File: src/core/rcs_defines.vh
// Purpose: Constants for the receiver control and status register bank
// Assumes: 100 MHz reference clock, byte-wide registers
// Notes: Definitions only
`ifndef RCS_DEFINES_VH
`define RCS_DEFINES_VH

// ----------------------------------------
// Register addresses
// ----------------------------------------
`define RCS_A_PRE_LEN 7'h0C
`define RCS_A_PRE_LO 7'h0D
`define RCS_A_PRE_HI 7'h0E
`define RCS_A_STRENGTH 7'h10
`define RCS_A_FERR 7'h11
`define RCS_A_DEMOD 7'h12
`define RCS_A_IRQ 7'h13
`define RCS_A_STATE_CTL 7'h14
`define RCS_A_RX_STATE 7'h15
`define RCS_A_TURN_ON 7'h16
`define RCS_A_LISTEN 7'h17
`define RCS_A_RATIO 7'h18
`define RCS_A_AFE 7'h19
`define RCS_A_IMG 7'h1A
`define RCS_A_PART 7'h1E
`define RCS_A_REV 7'h1F
`define RCS_A_LOCK 7'h27
`define RCS_A_CDR 7'h35

// ----------------------------------------
// Reset values
// ----------------------------------------
`define RCS_RST_PRE_LEN 4'hF
`define RCS_RST_TURN_ON 2'h3
`define RCS_RST_AFE 8'h0093
`define RCS_RST_ZERO 8'h00
// Arbitrary neutral identity values
`define RCS_PART_ID 8'h5A
`define RCS_REV_ID 3'h1

// ----------------------------------------
// Field positions
// ----------------------------------------
`define RCS_SC_OSC 2
`define RCS_SC_WUT 1
`define RCS_SC_HRX 0
`define RCS_AFE_DLY 7:6
`define RCS_AFE_DIV 5:4
`define RCS_AFE_INJ 3
`define RCS_AFE_BAND 2:1
`define RCS_AFE_FRAC 0

// ----------------------------------------
// Timing
// ----------------------------------------
`define RCS_CLK_NS 10
`define RCS_TICK_NS 80000
`define RCS_LISTEN_BASE 9'h006
`define RCS_DLY_16 7'h10
`define RCS_DLY_32 7'h20
`define RCS_DLY_64 7'h40
`define RCS_DIV_4 3'h3
`define RCS_DIV_5 3'h4
`define RCS_DIV_6 3'h5

// ----------------------------------------
// Serial port framing
// ----------------------------------------
`define RCS_CMD_BITS 4'h8
`define RCS_FRAME_BITS 5'h10
`define RCS_CMD_RD 7
`endif

File: src/core/rcs_regs.v
// Purpose: Receiver control and status registers behind a serial port
// Assumes: All inputs synchronous to ref_clk; serial clock is sampled
// Notes: Frame = command byte {rd, addr[6:0]} then one data byte, MSB first
`timescale 1ns/10ps
`default_nettype none
`include "rcs_defines.vh"

// How it works
// - Sync pattern length output is length field plus one; field resets to 15.
// - Sixteen-bit sync pattern built from low and high bytes, both reset zero.
// - Signal strength readable unsigned byte, reset zero, writes ignored.
// - Frequency error estimate readable signed byte, reset zero.
// - Demod filter value readable signed byte, reset zero.
// - Status bit 0 set on pattern found in poll listen; reset zero.
// - Recovery select: off, clock only, retime only, clock plus retime.
// - Bit 1 enables the wake timer, bit 0 host receive; reset off.
// - Receiver state readable: standby, host receive, poll wait, poll listen.
// - Front-end turn-on time 0.08 to 0.32 ms by code; resets code 3.
// - Poll listen lasts 0.48 ms plus 0.08 ms per duration count.
// - Oscillator clock gated after 0, 16, 32 or 64 cycles; resets 32.
// - Divider select divides by 4, 5, 6; code 3 invalid; resets 5.
// - Injection bit: clear low side, set high side.
// - Five-bit image trim field, writable, resets zero.
// - Revision register shows a 3-bit revision in low bits.
// - Lock status bit 0 reads one when the synthesizer is locked.
module rcs_regs #(
	parameter TICK_CYC = `RCS_TICK_NS / `RCS_CLK_NS
) (
	input wire ref_clk,
	input wire rst_n,
	input wire spi_cs_n,
	input wire spi_sclk,
	input wire spi_mosi,
	output reg spi_miso_q,
	output reg spi_miso_oe_n_q,
	input wire [7:0] signal_strength_in,
	input wire [7:0] freq_error_in,
	input wire [7:0] demod_filter_in,
	input wire sync_pattern_found,
	input wire pll_locked,
	output reg [4:0] sync_pattern_length_q,
	output reg [15:0] sync_pattern_bits_q,
	output reg cdr_clock_out_q,
	output reg cdr_retime_q,
	output reg oscillator_on_q,
	output reg osc_clk_gate_q,
	output reg osc_div_tick_q,
	output reg [1:0] rx_state_q,
	output reg frontend_ready_q,
	output reg [1:0] clock_recovery_select_q,
	output reg injection_side_q,
	output reg [1:0] band_divider_select_q,
	output reg fractional_synth_select_q,
	output reg [4:0] image_trim_q
);

	// ----------------------------------------
	// Storage
	// ----------------------------------------
	// Receiver states, read back as the state field
	localparam [1:0] ST_SBY = 2'h0;
	localparam [1:0] ST_HRX = 2'h1;
	localparam [1:0] ST_WAIT = 2'h2;
	localparam [1:0] ST_LISTEN = 2'h3;
	reg [3:0] pre_len_q;
	reg [7:0] pre_lo_q, pre_hi_q;
	reg [7:0] strength_q, ferr_q, demod_q;
	reg found_q;
	reg [2:0] state_ctl_q;
	reg [1:0] turn_on_q;
	reg [7:0] listen_q;
	reg [6:0] ratio_q;
	reg [7:0] afe_q;
	reg lock_q;
	reg sclk_q;
	reg [4:0] bit_cnt_q;
	reg [7:0] shift_q;
	reg [7:0] cmd_q;
	reg [7:0] miso_sh_q;
	reg [14:0] tick_cnt_q;
	reg tick_q;
	reg [16:0] phase_q;
	reg [2:0] fe_cnt_q;
	reg [6:0] gate_cnt_q;
	reg [2:0] div_cnt_q;
	reg [1:0] st_d;
	reg [7:0] rd_data;
	reg [6:0] gate_lim;
	reg [2:0] div_lim;
	wire sclk_rise, sclk_fall, cmd_done, frame_done, wr_en;
	wire [6:0] wr_addr;
	wire [7:0] wr_data;
	wire clr_found;
	wire [8:0] listen_ticks;
	wire [16:0] wait_ticks;

	assign sclk_rise = !spi_cs_n && spi_sclk && !sclk_q;
	assign sclk_fall = !spi_cs_n && !spi_sclk && sclk_q;
	assign cmd_done = sclk_rise && bit_cnt_q == {1'b0, `RCS_CMD_BITS} - 5'h01;
	assign frame_done = sclk_rise && bit_cnt_q == `RCS_FRAME_BITS - 5'h01;
	assign wr_en = frame_done && !cmd_q[`RCS_CMD_RD];
	assign wr_addr = cmd_q[6:0];
	assign wr_data = {shift_q[6:0], spi_mosi};
	// Reading the status byte clears the flag
	assign clr_found = cmd_done && shift_q[`RCS_CMD_RD - 1]
		&& {shift_q[5:0], spi_mosi} == `RCS_A_IRQ;
	assign listen_ticks = `RCS_LISTEN_BASE + {1'b0, listen_q};
	// Wait is (1 + ratio) listens, giving duty 1/(2 + ratio)
	assign wait_ticks = {8'h00, listen_ticks}
		* ({10'h000, ratio_q} + 17'h00001);

	// ----------------------------------------
	// Serial port
	// ----------------------------------------
	// Sampling on rise, shifting on fall keeps mode 0 timing
	always @(posedge ref_clk) begin
		if (!rst_n) begin
			sclk_q <= 1'b0;
			bit_cnt_q <= 5'h00;
			shift_q <= `RCS_RST_ZERO;
			cmd_q <= `RCS_RST_ZERO;
			miso_sh_q <= `RCS_RST_ZERO;
			spi_miso_q <= 1'b0;
			spi_miso_oe_n_q <= 1'b1;
		end else begin
			sclk_q <= spi_sclk;
			spi_miso_oe_n_q <= spi_cs_n;
			if (spi_cs_n) begin
				bit_cnt_q <= 5'h00;
			end else if (sclk_rise) begin
				shift_q <= {shift_q[6:0], spi_mosi};
				bit_cnt_q <= frame_done ? 5'h00 : bit_cnt_q + 5'h01;
				if (cmd_done) begin
					cmd_q <= {shift_q[6:0], spi_mosi};
				end
			end
			// Answer byte latched with the command, sent MSB first
			if (cmd_done && shift_q[`RCS_CMD_RD - 1]) begin
				miso_sh_q <= rd_data;
			end else if (sclk_fall && bit_cnt_q >= {1'b0, `RCS_CMD_BITS}) begin
				spi_miso_q <= miso_sh_q[7];
				miso_sh_q <= {miso_sh_q[6:0], 1'b0};
			end
		end
	end

	// Read mux on the address just received
	always @* begin
		case ({shift_q[5:0], spi_mosi})
		`RCS_A_PRE_LEN: rd_data = {4'h0, pre_len_q};
		`RCS_A_PRE_LO: rd_data = pre_lo_q;
		`RCS_A_PRE_HI: rd_data = pre_hi_q;
		`RCS_A_STRENGTH: rd_data = strength_q;
		`RCS_A_FERR: rd_data = ferr_q;
		`RCS_A_DEMOD: rd_data = demod_q;
		`RCS_A_IRQ: rd_data = {7'h00, found_q};
		`RCS_A_STATE_CTL: rd_data = {5'h00, state_ctl_q};
		`RCS_A_RX_STATE: rd_data = {6'h00, rx_state_q};
		`RCS_A_TURN_ON: rd_data = {6'h00, turn_on_q};
		`RCS_A_LISTEN: rd_data = listen_q;
		`RCS_A_RATIO: rd_data = {1'b0, ratio_q};
		`RCS_A_AFE: rd_data = afe_q;
		`RCS_A_IMG: rd_data = {3'h0, image_trim_q};
		`RCS_A_PART: rd_data = `RCS_PART_ID;
		`RCS_A_REV: rd_data = {5'h00, `RCS_REV_ID};
		`RCS_A_LOCK: rd_data = {7'h00, lock_q};
		`RCS_A_CDR: rd_data = {6'h00, clock_recovery_select_q};
		default: rd_data = `RCS_RST_ZERO;
		endcase
	end

	// ----------------------------------------
	// Writable registers
	// ----------------------------------------
	// Read-only addresses and upper bits simply drop writes
	always @(posedge ref_clk) begin
		if (!rst_n) begin
			pre_len_q <= `RCS_RST_PRE_LEN;
			pre_lo_q <= `RCS_RST_ZERO;
			pre_hi_q <= `RCS_RST_ZERO;
			state_ctl_q <= 3'h0;
			turn_on_q <= `RCS_RST_TURN_ON;
			listen_q <= `RCS_RST_ZERO;
			ratio_q <= 7'h00;
			afe_q <= `RCS_RST_AFE;
			image_trim_q <= 5'h00;
			clock_recovery_select_q <= 2'h0;
		end else if (wr_en) begin
			case (wr_addr)
			`RCS_A_PRE_LEN: pre_len_q <= wr_data[3:0];
			`RCS_A_PRE_LO: pre_lo_q <= wr_data;
			`RCS_A_PRE_HI: pre_hi_q <= wr_data;
			`RCS_A_STATE_CTL: state_ctl_q <= wr_data[2:0];
			`RCS_A_TURN_ON: turn_on_q <= wr_data[1:0];
			`RCS_A_LISTEN: listen_q <= wr_data;
			`RCS_A_RATIO: ratio_q <= wr_data[6:0];
			`RCS_A_AFE: afe_q <= wr_data;
			`RCS_A_IMG: image_trim_q <= wr_data[4:0];
			`RCS_A_CDR: clock_recovery_select_q <= wr_data[1:0];
			default: afe_q <= afe_q;
			endcase
		end
	end

	// ----------------------------------------
	// Measurements and status
	// ----------------------------------------
	// Set wins over the read clear so no detection is lost
	always @(posedge ref_clk) begin
		if (!rst_n) begin
			strength_q <= `RCS_RST_ZERO;
			ferr_q <= `RCS_RST_ZERO;
			demod_q <= `RCS_RST_ZERO;
			found_q <= 1'b0;
			lock_q <= 1'b0;
		end else begin
			strength_q <= signal_strength_in;
			ferr_q <= freq_error_in;
			demod_q <= demod_filter_in;
			lock_q <= pll_locked;
			if (sync_pattern_found && rx_state_q == ST_LISTEN) begin
				found_q <= 1'b1;
			end else if (clr_found) begin
				found_q <= 1'b0;
			end
		end
	end

	// ----------------------------------------
	// Receiver state machine
	// ----------------------------------------
	// Listen holds after a detection until the host steps in
	always @* begin
		st_d = rx_state_q;
		if (!state_ctl_q[`RCS_SC_OSC]) begin
			st_d = ST_SBY;
		end else if (state_ctl_q[`RCS_SC_HRX]) begin
			st_d = ST_HRX;
		end else if (!state_ctl_q[`RCS_SC_WUT]) begin
			st_d = ST_SBY;
		end else begin
			case (rx_state_q)
			ST_WAIT: begin
				if (tick_q && phase_q >= wait_ticks - 17'h00001) begin
					st_d = ST_LISTEN;
				end
			end
			ST_LISTEN: begin
				if (!found_q && tick_q
					&& phase_q >= {8'h00, listen_ticks} - 17'h00001) begin
					st_d = ST_WAIT;
				end
			end
			default: st_d = ST_WAIT;
			endcase
		end
	end

	// Tick prescaler, phase timer and front-end turn-on count
	always @(posedge ref_clk) begin
		if (!rst_n) begin
			rx_state_q <= ST_SBY;
			tick_cnt_q <= 15'h0000;
			tick_q <= 1'b0;
			phase_q <= 17'h00000;
			fe_cnt_q <= 3'h0;
			frontend_ready_q <= 1'b0;
		end else begin
			rx_state_q <= st_d;
			tick_q <= tick_cnt_q == TICK_CYC[14:0] - 15'h0001;
			tick_cnt_q <= (tick_cnt_q == TICK_CYC[14:0] - 15'h0001)
				? 15'h0000 : tick_cnt_q + 15'h0001;
			if (st_d != rx_state_q) begin
				tick_cnt_q <= 15'h0001; // Whole ticks in every state
				tick_q <= 1'b0;
				phase_q <= 17'h00000;
				fe_cnt_q <= 3'h0;
				frontend_ready_q <= 1'b0;
			end else begin
				if (tick_q) begin
					phase_q <= phase_q + 17'h00001;
				end
				// Front end ready after (code + 1) ticks of 0.08 ms
				if (rx_state_q[0] && tick_q && !frontend_ready_q) begin
					fe_cnt_q <= fe_cnt_q + 3'h1;
					frontend_ready_q <= fe_cnt_q == {1'b0, turn_on_q};
				end
			end
		end
	end

	// ----------------------------------------
	// Oscillator gate and divider
	// ----------------------------------------
	always @* begin
		case (afe_q[`RCS_AFE_DLY])
		2'h0: gate_lim = 7'h00;
		2'h1: gate_lim = `RCS_DLY_16;
		2'h2: gate_lim = `RCS_DLY_32;
		default: gate_lim = `RCS_DLY_64;
		endcase
		case (afe_q[`RCS_AFE_DIV])
		2'h0: div_lim = `RCS_DIV_4;
		2'h1: div_lim = `RCS_DIV_5;
		default: div_lim = `RCS_DIV_6;
		endcase
	end

	// Invalid divider code holds the divider idle
	always @(posedge ref_clk) begin
		if (!rst_n) begin
			gate_cnt_q <= 7'h00;
			osc_clk_gate_q <= 1'b0;
			div_cnt_q <= 3'h0;
			osc_div_tick_q <= 1'b0;
		end else begin
			if (!state_ctl_q[`RCS_SC_OSC]) begin
				gate_cnt_q <= 7'h00;
				osc_clk_gate_q <= 1'b0;
			end else if (gate_cnt_q >= gate_lim) begin
				osc_clk_gate_q <= 1'b1;
			end else begin
				gate_cnt_q <= gate_cnt_q + 7'h01;
			end
			if (!osc_clk_gate_q || afe_q[`RCS_AFE_DIV] == 2'h3) begin
				div_cnt_q <= 3'h0;
				osc_div_tick_q <= 1'b0;
			end else begin
				osc_div_tick_q <= div_cnt_q == div_lim;
				div_cnt_q <= (div_cnt_q == div_lim) ? 3'h0 : div_cnt_q + 3'h1;
			end
		end
	end

	// ----------------------------------------
	// Registered configuration outputs
	// ----------------------------------------
	always @(posedge ref_clk) begin
		if (!rst_n) begin
			sync_pattern_length_q <= 5'h00;
			sync_pattern_bits_q <= 16'h0000;
			cdr_clock_out_q <= 1'b0;
			cdr_retime_q <= 1'b0;
			oscillator_on_q <= 1'b0;
			injection_side_q <= 1'b0;
			band_divider_select_q <= 2'h0;
			fractional_synth_select_q <= 1'b0;
		end else begin
			sync_pattern_length_q <= {1'b0, pre_len_q} + 5'h01;
			sync_pattern_bits_q <= {pre_hi_q, pre_lo_q};
			cdr_clock_out_q <= clock_recovery_select_q[0];
			cdr_retime_q <= clock_recovery_select_q[1];
			oscillator_on_q <= state_ctl_q[`RCS_SC_OSC];
			injection_side_q <= afe_q[`RCS_AFE_INJ];
			band_divider_select_q <= afe_q[`RCS_AFE_BAND];
			fractional_synth_select_q <= afe_q[`RCS_AFE_FRAC];
		end
	end

endmodule
`default_nettype wire

File: config.mk
export PLATFORM = sky130hd
export DESIGN_NAME = rcs_regs
export DESIGN_NICKNAME = d
export VERILOG_FILES = /design/src/core/rcs_regs.v
export VERILOG_INCLUDE_DIRS = /design/src /design/src/core
export SDC_FILE = /design/constraint.sdc
export NUM_CORES = 1
export LEC_CHECK = 0
export BUFFER_PORTS_ARGS = -buffer_cell sky130_fd_sc_hd__buf_4
export CELL_PAD_IN_SITES_DETAIL_PLACEMENT = 0
export CELL_PAD_IN_SITES_GLOBAL_PLACEMENT = 1
export CORE_AREA = 2 2 148 165
export DETAILED_ROUTE_END_ITERATION = 8
export DIE_AREA = 0 0 150 167
export PLACE_DENSITY = 0.85
export SETUP_SLACK_MARGIN = 0.02
export SKIP_LAST_GASP = 1
export SLEW_MARGIN = 20
export SYNTH_ARGS = -nofsm -noshare
export SYNTH_HDL_FRONTEND = slang
export SYNTH_SLANG_ARGS = --single-unit
export TNS_END_PERCENT = 5
File: constraint.sdc
create_clock -name ref_clk -period 10.9 [get_ports ref_clk]
set_input_delay 0 -clock ref_clk [delete_from_list [all_inputs] [get_ports ref_clk]]
set_output_delay 0 -clock ref_clk [all_outputs]
set_load 0.01 [all_outputs]
# After elaboration in Yosys (flattened, before gate mapping)
# Cells that the tools add are included.
# totals
word_cells	163
inputBits	31
register_bits	191
output_inout_bits	42
# classes
order_cmp	4
reduce_logical	47
add_sub_neg	11
eq_ne	40
multipliers	1
muxes	16
n_bitwise	3
# op_table
op	n
$pmux 8 s18	1
$eq 7x5->1 const B	19
$eq 7x4->1 const B	6
$ge 17x17->1	2
$reduce_and 2->1	13
$eq 7x6->1 const B	3
$pmux 7 s3	1
$add 17x1->17 const B	1
$mul 9x8->17	1
$sub 17x1->17 const B	1
$logic_and 1x1->1	16
$mux 8	2
$add 15x1->15 const B	1
$eq 15x13->1 const B	1
$mux 2	5
$sub 9x1->10 const B	1
$add 3x8->9 const A	1
$add 7x1->8 const B	1
$eq 2x2->1 const B	4
$add 7x1->7 const B	1
$ge 7x7->1	1
$logic_not 1->1	7
$add 3x1->3 const B	2
$pmux 3 s2	1
19 further kinds	30

# Longest topological paths before layout
# Gate-level depths: netlist of run 1.
# logic_depth
word_depth	12
ltp_mapped	29
depth_no_buf	27

# Least setup slack after synthesis of run 1
# Ideal clock, no wire load.
# synth_timing
path_kind	register to register
from	register listen_q[1]
to	register fe_cnt_q[2]
t_required_ps	10772
path_buffers	2
t_arrival_ps	6884
stages_incl_launch_ff	30
slack_ps	3889
setup_ps	128
synth_period_minus_slack_ps	7011
cell_sequence	dfxtp_1 -> clkbuf_1 -> inv_1 -> ha_1 -> nor2_1 -> xor2_1 -> inv_1 -> or2_2 -> fa_1 -> inv_1 -> fa_1 -> fa_1 -> inv_1 -> fa_1 -> inv_1 -> ha_1 -> a21o_1 -> a21oi_1 -> o211ai_1 -> a31o_2 -> a21oi_1 -> xnor2_1 -> ha_1 -> nand3_1 -> a21oi_1 -> a22oi_1 -> or2_2 -> a41oi_1 -> clkbuf_1 -> nor2_1
# synth_between
elab_chain_len	12
word_cells_on_any_way	16
cone_classes	add/sub: 3; mul: 1; order compare: 2; eq/ne: 1; mux: 6; reduce/logical: 3
# synth_rtl
item	line_no	rtl
start, declared	rcs_regs.v:71	reg [7:0] listen_q;
start signal, assigned	rcs_regs.v:183	listen_q <= `RCS_RST_ZERO;
start signal, assigned	rcs_regs.v:195	`RCS_A_LISTEN: listen_q <= wr_data;
$add 3x8->9 (no source line) (*)	n/a	
$mul 9x8->17	rcs_regs.v:110	* ({10'h000, ratio_q} + 17'h00001);
$sub 17x1->17	rcs_regs.v:244	if (tick_q && phase_q >= wait_ticks - 17'h00001) begin
$ge 17x17->1	rcs_regs.v:244	
$logic_and 1x1->1	rcs_regs.v:244	
$mux 2	rcs_regs.v:244	
$pmux 2 s2 (*)	rcs_regs.v:242	case (rx_state_q)
$mux 2 (*)	rcs_regs.v:239	end else if (!state_ctl_q[`RCS_SC_WUT]) begin
$mux 2 (*)	rcs_regs.v:237	end else if (state_ctl_q[`RCS_SC_HRX]) begin
$mux 2 (*)	rcs_regs.v:235	if (!state_ctl_q[`RCS_SC_OSC]) begin
$ne 2x2->1 (*)	rcs_regs.v:273	if (st_d != rx_state_q) begin
$reduce_or 2->1 (no source line) (*)	n/a	
end signal, assigned	rcs_regs.v:285	fe_cnt_q <= fe_cnt_q + 3'h1;
end, declared	rcs_regs.v:83	reg [2:0] fe_cnt_q;
# Every way passes the cells marked *; elsewhere a longest branch is shown, timed or not.
# A chain may end at the register's enable or synchronous reset.

# Final worst setup path of run 1
# layout_timing
from	register listen_q[1]
to	register fe_cnt_q[1]
# Same word-level chain as after synthesis.

==> results of run 1 <==
[cells by family (layout without fill, tap and decap cells)]
logic type / Yosys count / after routing
xor+xnor: 77 / 77
fa+ha+maj: 138 / 138
mux: 55 / 55
buf+inv: 174 / 253
flops: 191 / 191
simple gates: 536 / 536
compound gates: 194 / 194
[worst min-delay path by stage]
| stage | to | cells after the start | start | slack [ns] |
|---|---|---|---|---|
| 2_1_floorplan | sclk_q$_SDFF_PN0_ | 1 | spi_sclk | 0.12 |
| 3_3_place_gp | ferr_q[1]$_SDFF_PN0_ | 2 | freq_error_in[1] | 0.21 |
| 3_5_place_dp | demod_q[2]$_SDFF_PN0_ | 2 | demod_filter_in[2] | 0.21 |
| 4_1_cts | pre_len_q[0]$_SDFFE_PN1P_ | 2 | rst_n | 0.01 |
| 5_1_grt | afe_q[0]$_SDFFE_PN1P_ | 2 | rst_n | 0.07 |
| 6_report | turn_on_q[1]$_SDFFE_PN1P_ | 2 | rst_n | 0.02 |
[cell usage in the layout, fill, tap and decap left out, types with 6 or more instances in the layout]
cell           netlist  routed
dfxtp_1            191     191
nor2_1             164     164
nand2_1            123     123
inv_1              111     111
ha_1                91      91
buf_4                1      80
and2_1              54      54
mux2i_1             54      54
a21oi_1             51      51
xnor2_1             48      48
fa_1                47      47
nand3_1             41      41
o21ai_0             37      37
xor2_1              29      29
dlygate4sd3_1        0      29
nor3_1              27      27
nand2b_1            26      26
clkbuf_16            0      17
nand4_1             15      15
nor2b_1             11      11
or2_2               10      10
and3_1               9       9
a21o_1               9       9
a22o_1               9       9
o211ai_1             8       8
nor3b_1              8       8
o21a_1               7       7
and4_1               7       7
a22oi_1              6       6
a31oi_1              7       6
a32oi_1              6       6
o22ai_1              6       6
[per-layer routing]
metal  track usage, %  vias up  part of all wire, %
met4            8.368        0                  3.0
met2            41.33      243                   50
met1            30.10     4576                   43
met5                0        -                    0
met3            3.589       51                  4.5
li1                 -     4737                    -
[final cells by class]
cell class / count / area, sq um / share of cell area [%]
Clock buffer: 18 / 439.2 / 3.274
Clock inverter: 14 / 160.2 / 1.194
Inverter: 112 / 420.4 / 3.134
Multi-Input combinational cell: 1000 / 7297 / 54.40
Sequential cell: 191 / 3824 / 28.51
Tap cell: 305 / 381.6 / 2.845
Timing Repair Buffer: 109 / 890.9 / 6.642
[registers in the layout, indices dropped and copies added (netlist names), 7 cells and up]
register / flops
sync_pattern_bits_q: 16
phase_q: 17
demod_q: 8
cmd_q: 8
pre_lo_q: 8
afe_q: 8
listen_q: 8
ratio_q: 7
tick_cnt_q: 15
gate_cnt_q: 7
pre_hi_q: 8
miso_sh_q: 8
ferr_q: 8
strength_q: 8
shift_q: 7
[repair_timing]
item | CTS | global route
hold buffers | 29 | 0
hold endpoints to repair | 35 | 0
setup endpoints to repair | 0 | 0
resized for setup | 0 | 0
[report_power, final]
| part | total [mW] | internal [mW] | switching [mW] |
|---|---|---|---|
| logic | 0.0492 | 0.0226 | 0.0267 |
| clock network | 0.625 | 0.315 | 0.310 |
| registers | 0.706 | 0.704 | 0.00264 |
[synth_stat cells, types with 5 or more instances]
cell type	instances
ha_1	91
nand3_1	41
and4_1	7
clkbuf_1	49
nor2_2	5
xor2_1	29
and2_1	54
nor4_1	5
xnor2_1	48
o211ai_1	8
a31o_2	5
or2_2	10
mux2i_1	54
a32oi_1	6
nor3_1	27
inv_1	111
fa_1	47
buf_1	7
nor3b_1	8
nand2_1	123
o21ai_0	37
and3_1	9
nand2b_1	26
o22ai_1	6
nor2b_1	11
o21a_1	7
o2111ai_1	5
nand4b_1	5
dfxtp_1	191
a21oi_1	51
a31oi_1	7
nor2_1	164
nand4_1	15
a21o_1	9
a22o_1	9
a22oi_1	6
==> flow_metrics.py, run 1 <==
metrics = {
    "sta": {
        "rsz0062_at_grt": "false",
        "drv_slew": 0,
        "setup-tns-final_ns": 0,
        "max_slew_margin_pct": 31.10,
        "worst_slack_ns": 2.819,
        "fin_worst_skew_ns": 0.02563,
        "setup_violations": 0,
        "hold_violations": 0,
        "holdWs_ns": 0.02088,
        "tightest_slew_ns": 1.033,
        "min_period_over_period_pct": 74.14,
        "fin_crit_ns": 8.081,
        "fmax_ghz": 0.1237,
    },
    "place": {
        "dpl.hpwl_um": 21730,
        "dp.cells": 1688,
        "place.gp.congestion": 0.8952,
        "post_dp_cell_area_sq_um": 12520,
        "io_buffers": 72,
        "post-place-ws_ns": 2.781,
    },
    "setup_path": {
        "critPathArrivalTime_ns": 8.36,
        "crit_end": "fe_cnt_q[1]$_SDFFE_PP0P_",
        "crit_buf_inv": 4,
        "required_ns": 11.18,
        "crit_fanout": 22,
        "reg2reg_setup_slack_ns": 2.82,
        "reg2reg_depth": 26,
        "worstSetupStartpoint": "listen_q[1]$_SDFFE_PN0P_",
        "cp_top_family": "adder cells",
        "cp-start-kind": "register",
        "worst_setup_path_end_kind": "register",
        "crit_type": "reg -> reg",
        "rr_startpoint": "listen_q[1]$_SDFFE_PN0P_",
        "cp_slowest_cell": "a41oi_2",
        "critical_path_cell_count": 26,
        "reg2reg_to": "fe_cnt_q[1]$_SDFFE_PP0P_",
        "worst_path_largest_cell_delay_ns": 0.84,
    },
    "layout": {
        "areaGrowthSynthToFinish_pct": 13.75,
        "nets": 1600,
        "drive_gt1_share_pct": 10.46,
        "utilization_pct": 57.50,
        "fin_area_sq_um": 13410,
        "antenna_cells": 0,
        "stdcell_count": 1749,
        "n_fill_cell": 2144,
    },
    "floorplan": {
        "core_sq_um": 23330,
        "rows": 59,
        "start_util_pct": 50.55,
        "io_pins": 73,
        "die_h_um": 167,
        "die_area_sq_um": 25050,
        "fp.dieW_um": 150,
    },
    "clocking": {
        "numCtsBuffers": 17,
        "cts_setup_buffers": 0,
        "h-tree-depth": 4,
        "clock_path_buffers": 2,
        "clockRootBuffer": "clkbuf_16",
        "cts_tree": "yes",
        "cts_sinks": 191,
        "insertion_delay_ns": 0.45,
        "cts.clk_slew.worst_paths_ns": 0.07,
    },
    "synth": {
        "netlist_area_sq_um": 11790,
        "synth_nets": 1534,
        "synth.area.top_cells": "dfxtp_1 32%, ha_1 9.7%, fa_1 8.0%",
        "synthCells": 1365,
        "synth_top_family_by_area": "simple AND/OR/NAND/NOR gates",
        "ys.flop_type": "dfxtp_1",
        "synthSimpleGateAreaFrac_pct": 22.69,
        "synth.largest_area_cell": "dfxtp_1",
        "yosysUniqueCellTypes": 75,
        "yosys_register_bits": 191,
        "yosys_warnings": 0,
        "seq_area_frac_synth_pct": 32.43,
        "synth_mux_area_share_pct": 4.680,
        "synth.top_cell.area_share_pct": 32.43,
        "synth_compound_area_share_pct": 11.05,
        "synthAdderAreaFrac_pct": 17.64,
        "synth_edf_count": 0,
        "syn_avg_cell_area_sq_um": 8.638,
        "synthXorXnorAreaFrac_pct": 5.719,
        "synthArstFlopShare_pct": 0,
    },
    "grt": {
        "grt_overflow": 0,
        "grt_start_max_net_pins": 71,
        "antenna_found_initial": 0,
        "grt_pass1_wl_um": 47300,
        "grt_pass1_vias": 9170,
        "grt.total_usage_pct": 23.89,
    },
    "routing": {
        "wirelength_um": 29460,
        "dr.pass1.iters": 5,
        "first_iter_violations": 862,
        "viasPerCell": 5.493,
        "ant_nets": 0,
        "drc": 0,
        "avgRoutedWirePerCell_um": 16.85,
        "vias": 9607,
    },
    "pwr": {
        "power_mw": 1.381,
        "vdd.ir_drop.worst_v": 0.0001077,
        "p_per_area_nw_per_um2": 102.9,
        "leakage_nw": 5.707,
    },
    "flow_run": {
        "cap_violations": 0,
    },
    "min_path": {
        "hp-class": "in -> reg",
    },
    "status": {
        "status": "complete, no violations",
    },
}
Power figures use the tool's default switching activity.
==> run 2, diff against run 1 <==
--- a/config.mk
+++ b/config.mk
@@ -9,10 +9,10 @@
 export BUFFER_PORTS_ARGS = -buffer_cell sky130_fd_sc_hd__buf_4
 export CELL_PAD_IN_SITES_DETAIL_PLACEMENT = 0
 export CELL_PAD_IN_SITES_GLOBAL_PLACEMENT = 1
-export CORE_AREA = 2 2 148 165
+export CORE_AREA = 2 2 161 179
 export DETAILED_ROUTE_END_ITERATION = 8
-export DIE_AREA = 0 0 150 167
-export PLACE_DENSITY = 0.85
+export DIE_AREA = 0 0 163 181
+export PLACE_DENSITY = 0.77
 export SETUP_SLACK_MARGIN = 0.02
 export SKIP_LAST_GASP = 1
 export SLEW_MARGIN = 20
==> constraint.sdc (replaced) <==
create_clock -name ref_clk -period 7.2 [get_ports ref_clk]
set_input_delay 0 -clock ref_clk [delete_from_list [all_inputs] [get_ports ref_clk]]
set_output_delay 0 -clock ref_clk [all_outputs]
set_load 0.01 [all_outputs]
==> run 2 against run 1 <==
- power rose by 52%
- die area increased by 18%
- worst hold slack got worse by 0.0029 ns
- wire length increased by 1.7%
- utilization down 8.0 points
- fmax increased by 18%
- register-to-register slack worse by 2.5 ns
- first-iteration DRC count is 37% lower
- clock skew decreased by 0.016 ns
- sequential share of layout area fell by 0.56 points
- final area is 2.0% higher
- largest cell class unchanged
- highest routed layer unchanged
==> flow_metrics.py, run 2 (same netlist as run 1, synthesis figures left out) <==
metrics = {
    "place": {
        "dpl.hpwl_um": 22130,
        "dp.cells": 1765,
        "place.gp.congestion": 0.9186,
        "io_buffers": 72,
        "post-place-ws_ns": 0.2761,
    },
    "grt": {
        "grt_start_max_net_pins": 71,
        "grt_pass1_wl_um": 48590,
        "antenna_found_initial": 0,
        "grt_overflow": 0,
        "grt_pass1_vias": 9368,
        "grt.total_usage_pct": 20.80,
    },
    "layout": {
        "drive_gt1_share_pct": 12.07,
        "antenna_cells": 0,
        "stdcell_count": 1830,
        "top_regs": "phase_q x17, sync_pattern_bits_q x16, tick_cnt_q x15",
        "areaGrowthSynthToFinish_pct": 16.03,
        "regMostFlops": "phase_q",
        "largest_register_ffs": 17,
        "n_fill_cell": 2699,
        "nets": 1623,
        "final_common_cell": "dfxtp_1",
        "final_cell_mix": "191 x dfxtp_1, 162 x nor2_1, 123 x nand2_1, 111 x inv_1, 101 x buf_4",
    },
    "setup_path": {
        "cp-start-kind": "register",
        "crit_fanout": 7,
        "worst_path_largest_cell_delay_ns": 0.53,
        "rr_startpoint": "listen_q[2]$_SDFFE_PN0P_",
        "crit_type": "reg -> reg",
        "critPathArrivalTime_ns": 7.16,
        "worst_setup_path_end_kind": "register",
        "reg2reg_setup_slack_ns": 0.37,
        "reg2reg_depth": 28,
        "cp_slowest_cell": "fa_1",
        "reg2reg_to": "tick_cnt_q[1]$_SDFF_PP0_",
        "required_ns": 7.53,
    },
    "floorplan": {
        "rows": 64,
        "start_util_pct": 42.68,
        "fp.dieW_um": 163,
        "die_h_um": 181,
        "die_area_sq_um": 29500,
        "io_pins": 73,
        "core_sq_um": 27630,
    },
    "flow_run": {
        "cap_violations": 0,
    },
    "sta": {
        "drv_slew": 0,
        "fmax_ghz": 0.1464,
        "worst_slack_ns": 0.3684,
        "fin_crit_ns": 6.832,
        "holdWs_ns": 0.01801,
        "min_period_over_period_pct": 94.88,
        "max_slew_margin_pct": 37.24,
        "tightest_slew_ns": 0.9312,
        "hold_violations": 0,
        "setup-tns-final_ns": 0,
        "setup_violations": 0,
        "fin_worst_skew_ns": 0.009824,
    },
    "routing": {
        "vias": 9600,
        "dr.pass1.iters": 5,
        "drc": 0,
        "wirelength_um": 29980,
        "avgRoutedWirePerCell_um": 16.38,
        "first_iter_violations": 547,
        "viasPerCell": 5.246,
        "ant_nets": 0,
    },
    "min_path": {
        "holdPathStages": 2,
        "hold_end": "turn_on_q[1]$_SDFFE_PN1P_",
        "hp-start": "rst_n",
        "hp-class": "in -> reg",
    },
    "pwr": {
        "vdd.ir_drop.worst_v": 0.0001640,
        "leakage_nw": 5.831,
        "p_per_area_nw_per_um2": 153.0,
        "power_mw": 2.093,
    },
    "clocking": {
        "cts_tree": "yes",
        "cts.clk_slew.worst_paths_ns": 0.07,
        "clock_path_buffers": 2,
        "numCtsBuffers": 17,
        "insertion_delay_ns": 0.44,
        "clockRootBuffer": "clkbuf_16",
        "cts_sinks": 191,
        "h-tree-depth": 4,
    },
    "status": {
        "status": "complete, no violations",
    },
}
-- run 2: changes by cell type in the layout (fill, tap and decap cells not counted), sizes merged --
cell	before	now
buf	80	103
inv	120	116
clkbuf	18	21
bufinv	0	2
clkinv	6	4
clkinvlp	0	1
-- run 2: metal layers --
layer  up-vias  routed length (um)  GRT usage (%)
li1       4785                   -              -
met1      4557               13250          26.30
met2       214               14650          35.95
met3        44                1334          3.329
met4         0                 742          6.867
met5         -                   0              0
-- run 2: worst max-delay path by stage --
stage	startpoint	slack (ns)	endpoint	depth (start not counted)
after floorplan	listen_q[1]$_SDFFE_PN0P_	0.19	fe_cnt_q[2]$_SDFFE_PP0P_	29
final	listen_q[2]$_SDFFE_PN0P_	0.37	tick_cnt_q[1]$_SDFF_PP0_	28
after global placement	listen_q[2]$_SDFFE_PN0P_	0.44	tick_cnt_q[1]$_SDFF_PP0_	27
after detailed placement	listen_q[2]$_SDFFE_PN0P_	0.28	tick_cnt_q[1]$_SDFF_PP0_	27
after global routing	listen_q[2]$_SDFFE_PN0P_	-0.01	tick_cnt_q[1]$_SDFF_PP0_	28
after CTS	listen_q[2]$_SDFFE_PN0P_	0.25	tick_cnt_q[1]$_SDFF_PP0_	27
-- run 2: critical path: cells and delay by family (launching register included) --
kind	cells	cell delay, ns
adders and majority gates	7	2.84
AOI/OAI and AO/OA	7	1.29
and+or+nand+nor	6	1.26
buffers and inverters	6	0.60
DFF	1	0.42
xor gates and xnor gates	2	0.31
-- run 2: what timing repair did --
| item | CTS | global route |
|---|---|---|
| hold endpoints to repair | 33 | 0 |
| hold buffers | 29 | 0 |
| buffers inserted | 0 | 3 |
| setup endpoints to repair | 0 | 36 |
| resized for setup | 0 | 11 |
-- run 2: area by class of cell --
class                      instances  area (sq um)  share of cell area (%)
multi-input combinational       1000          7328                   53.56
tap                              363         454.2                   3.320
inverter                         112         420.4                   3.073
clock inverter                    11         131.4                  0.9602
clock buffer                      21         450.4                   3.292
timing repair buffer             132          1074                   7.846
sequential                       191          3824                   27.95
-- run 2: power breakdown --
part / internal, mW / switching (mW) / leakage, nW
sequential: 1.07 / 0.00383 / 1.55
clock: 0.527 / 0.421 / 0.286
combinational: 0.0357 / 0.0404 / 4.00
total: 1.63 / 0.465 / 5.83
-- run 2: per-stage QoR --
stage / util (%) / cell area, sq um
6_report: 49.52 / 13680
5_1_grt: 49.52 / 13680
4_1_cts: 49.29 / 13620
3_5_place_dp: 46.13 / 12740
3_3_place_gp: 46.13 / 12740
2_1_floorplan: - / 11790
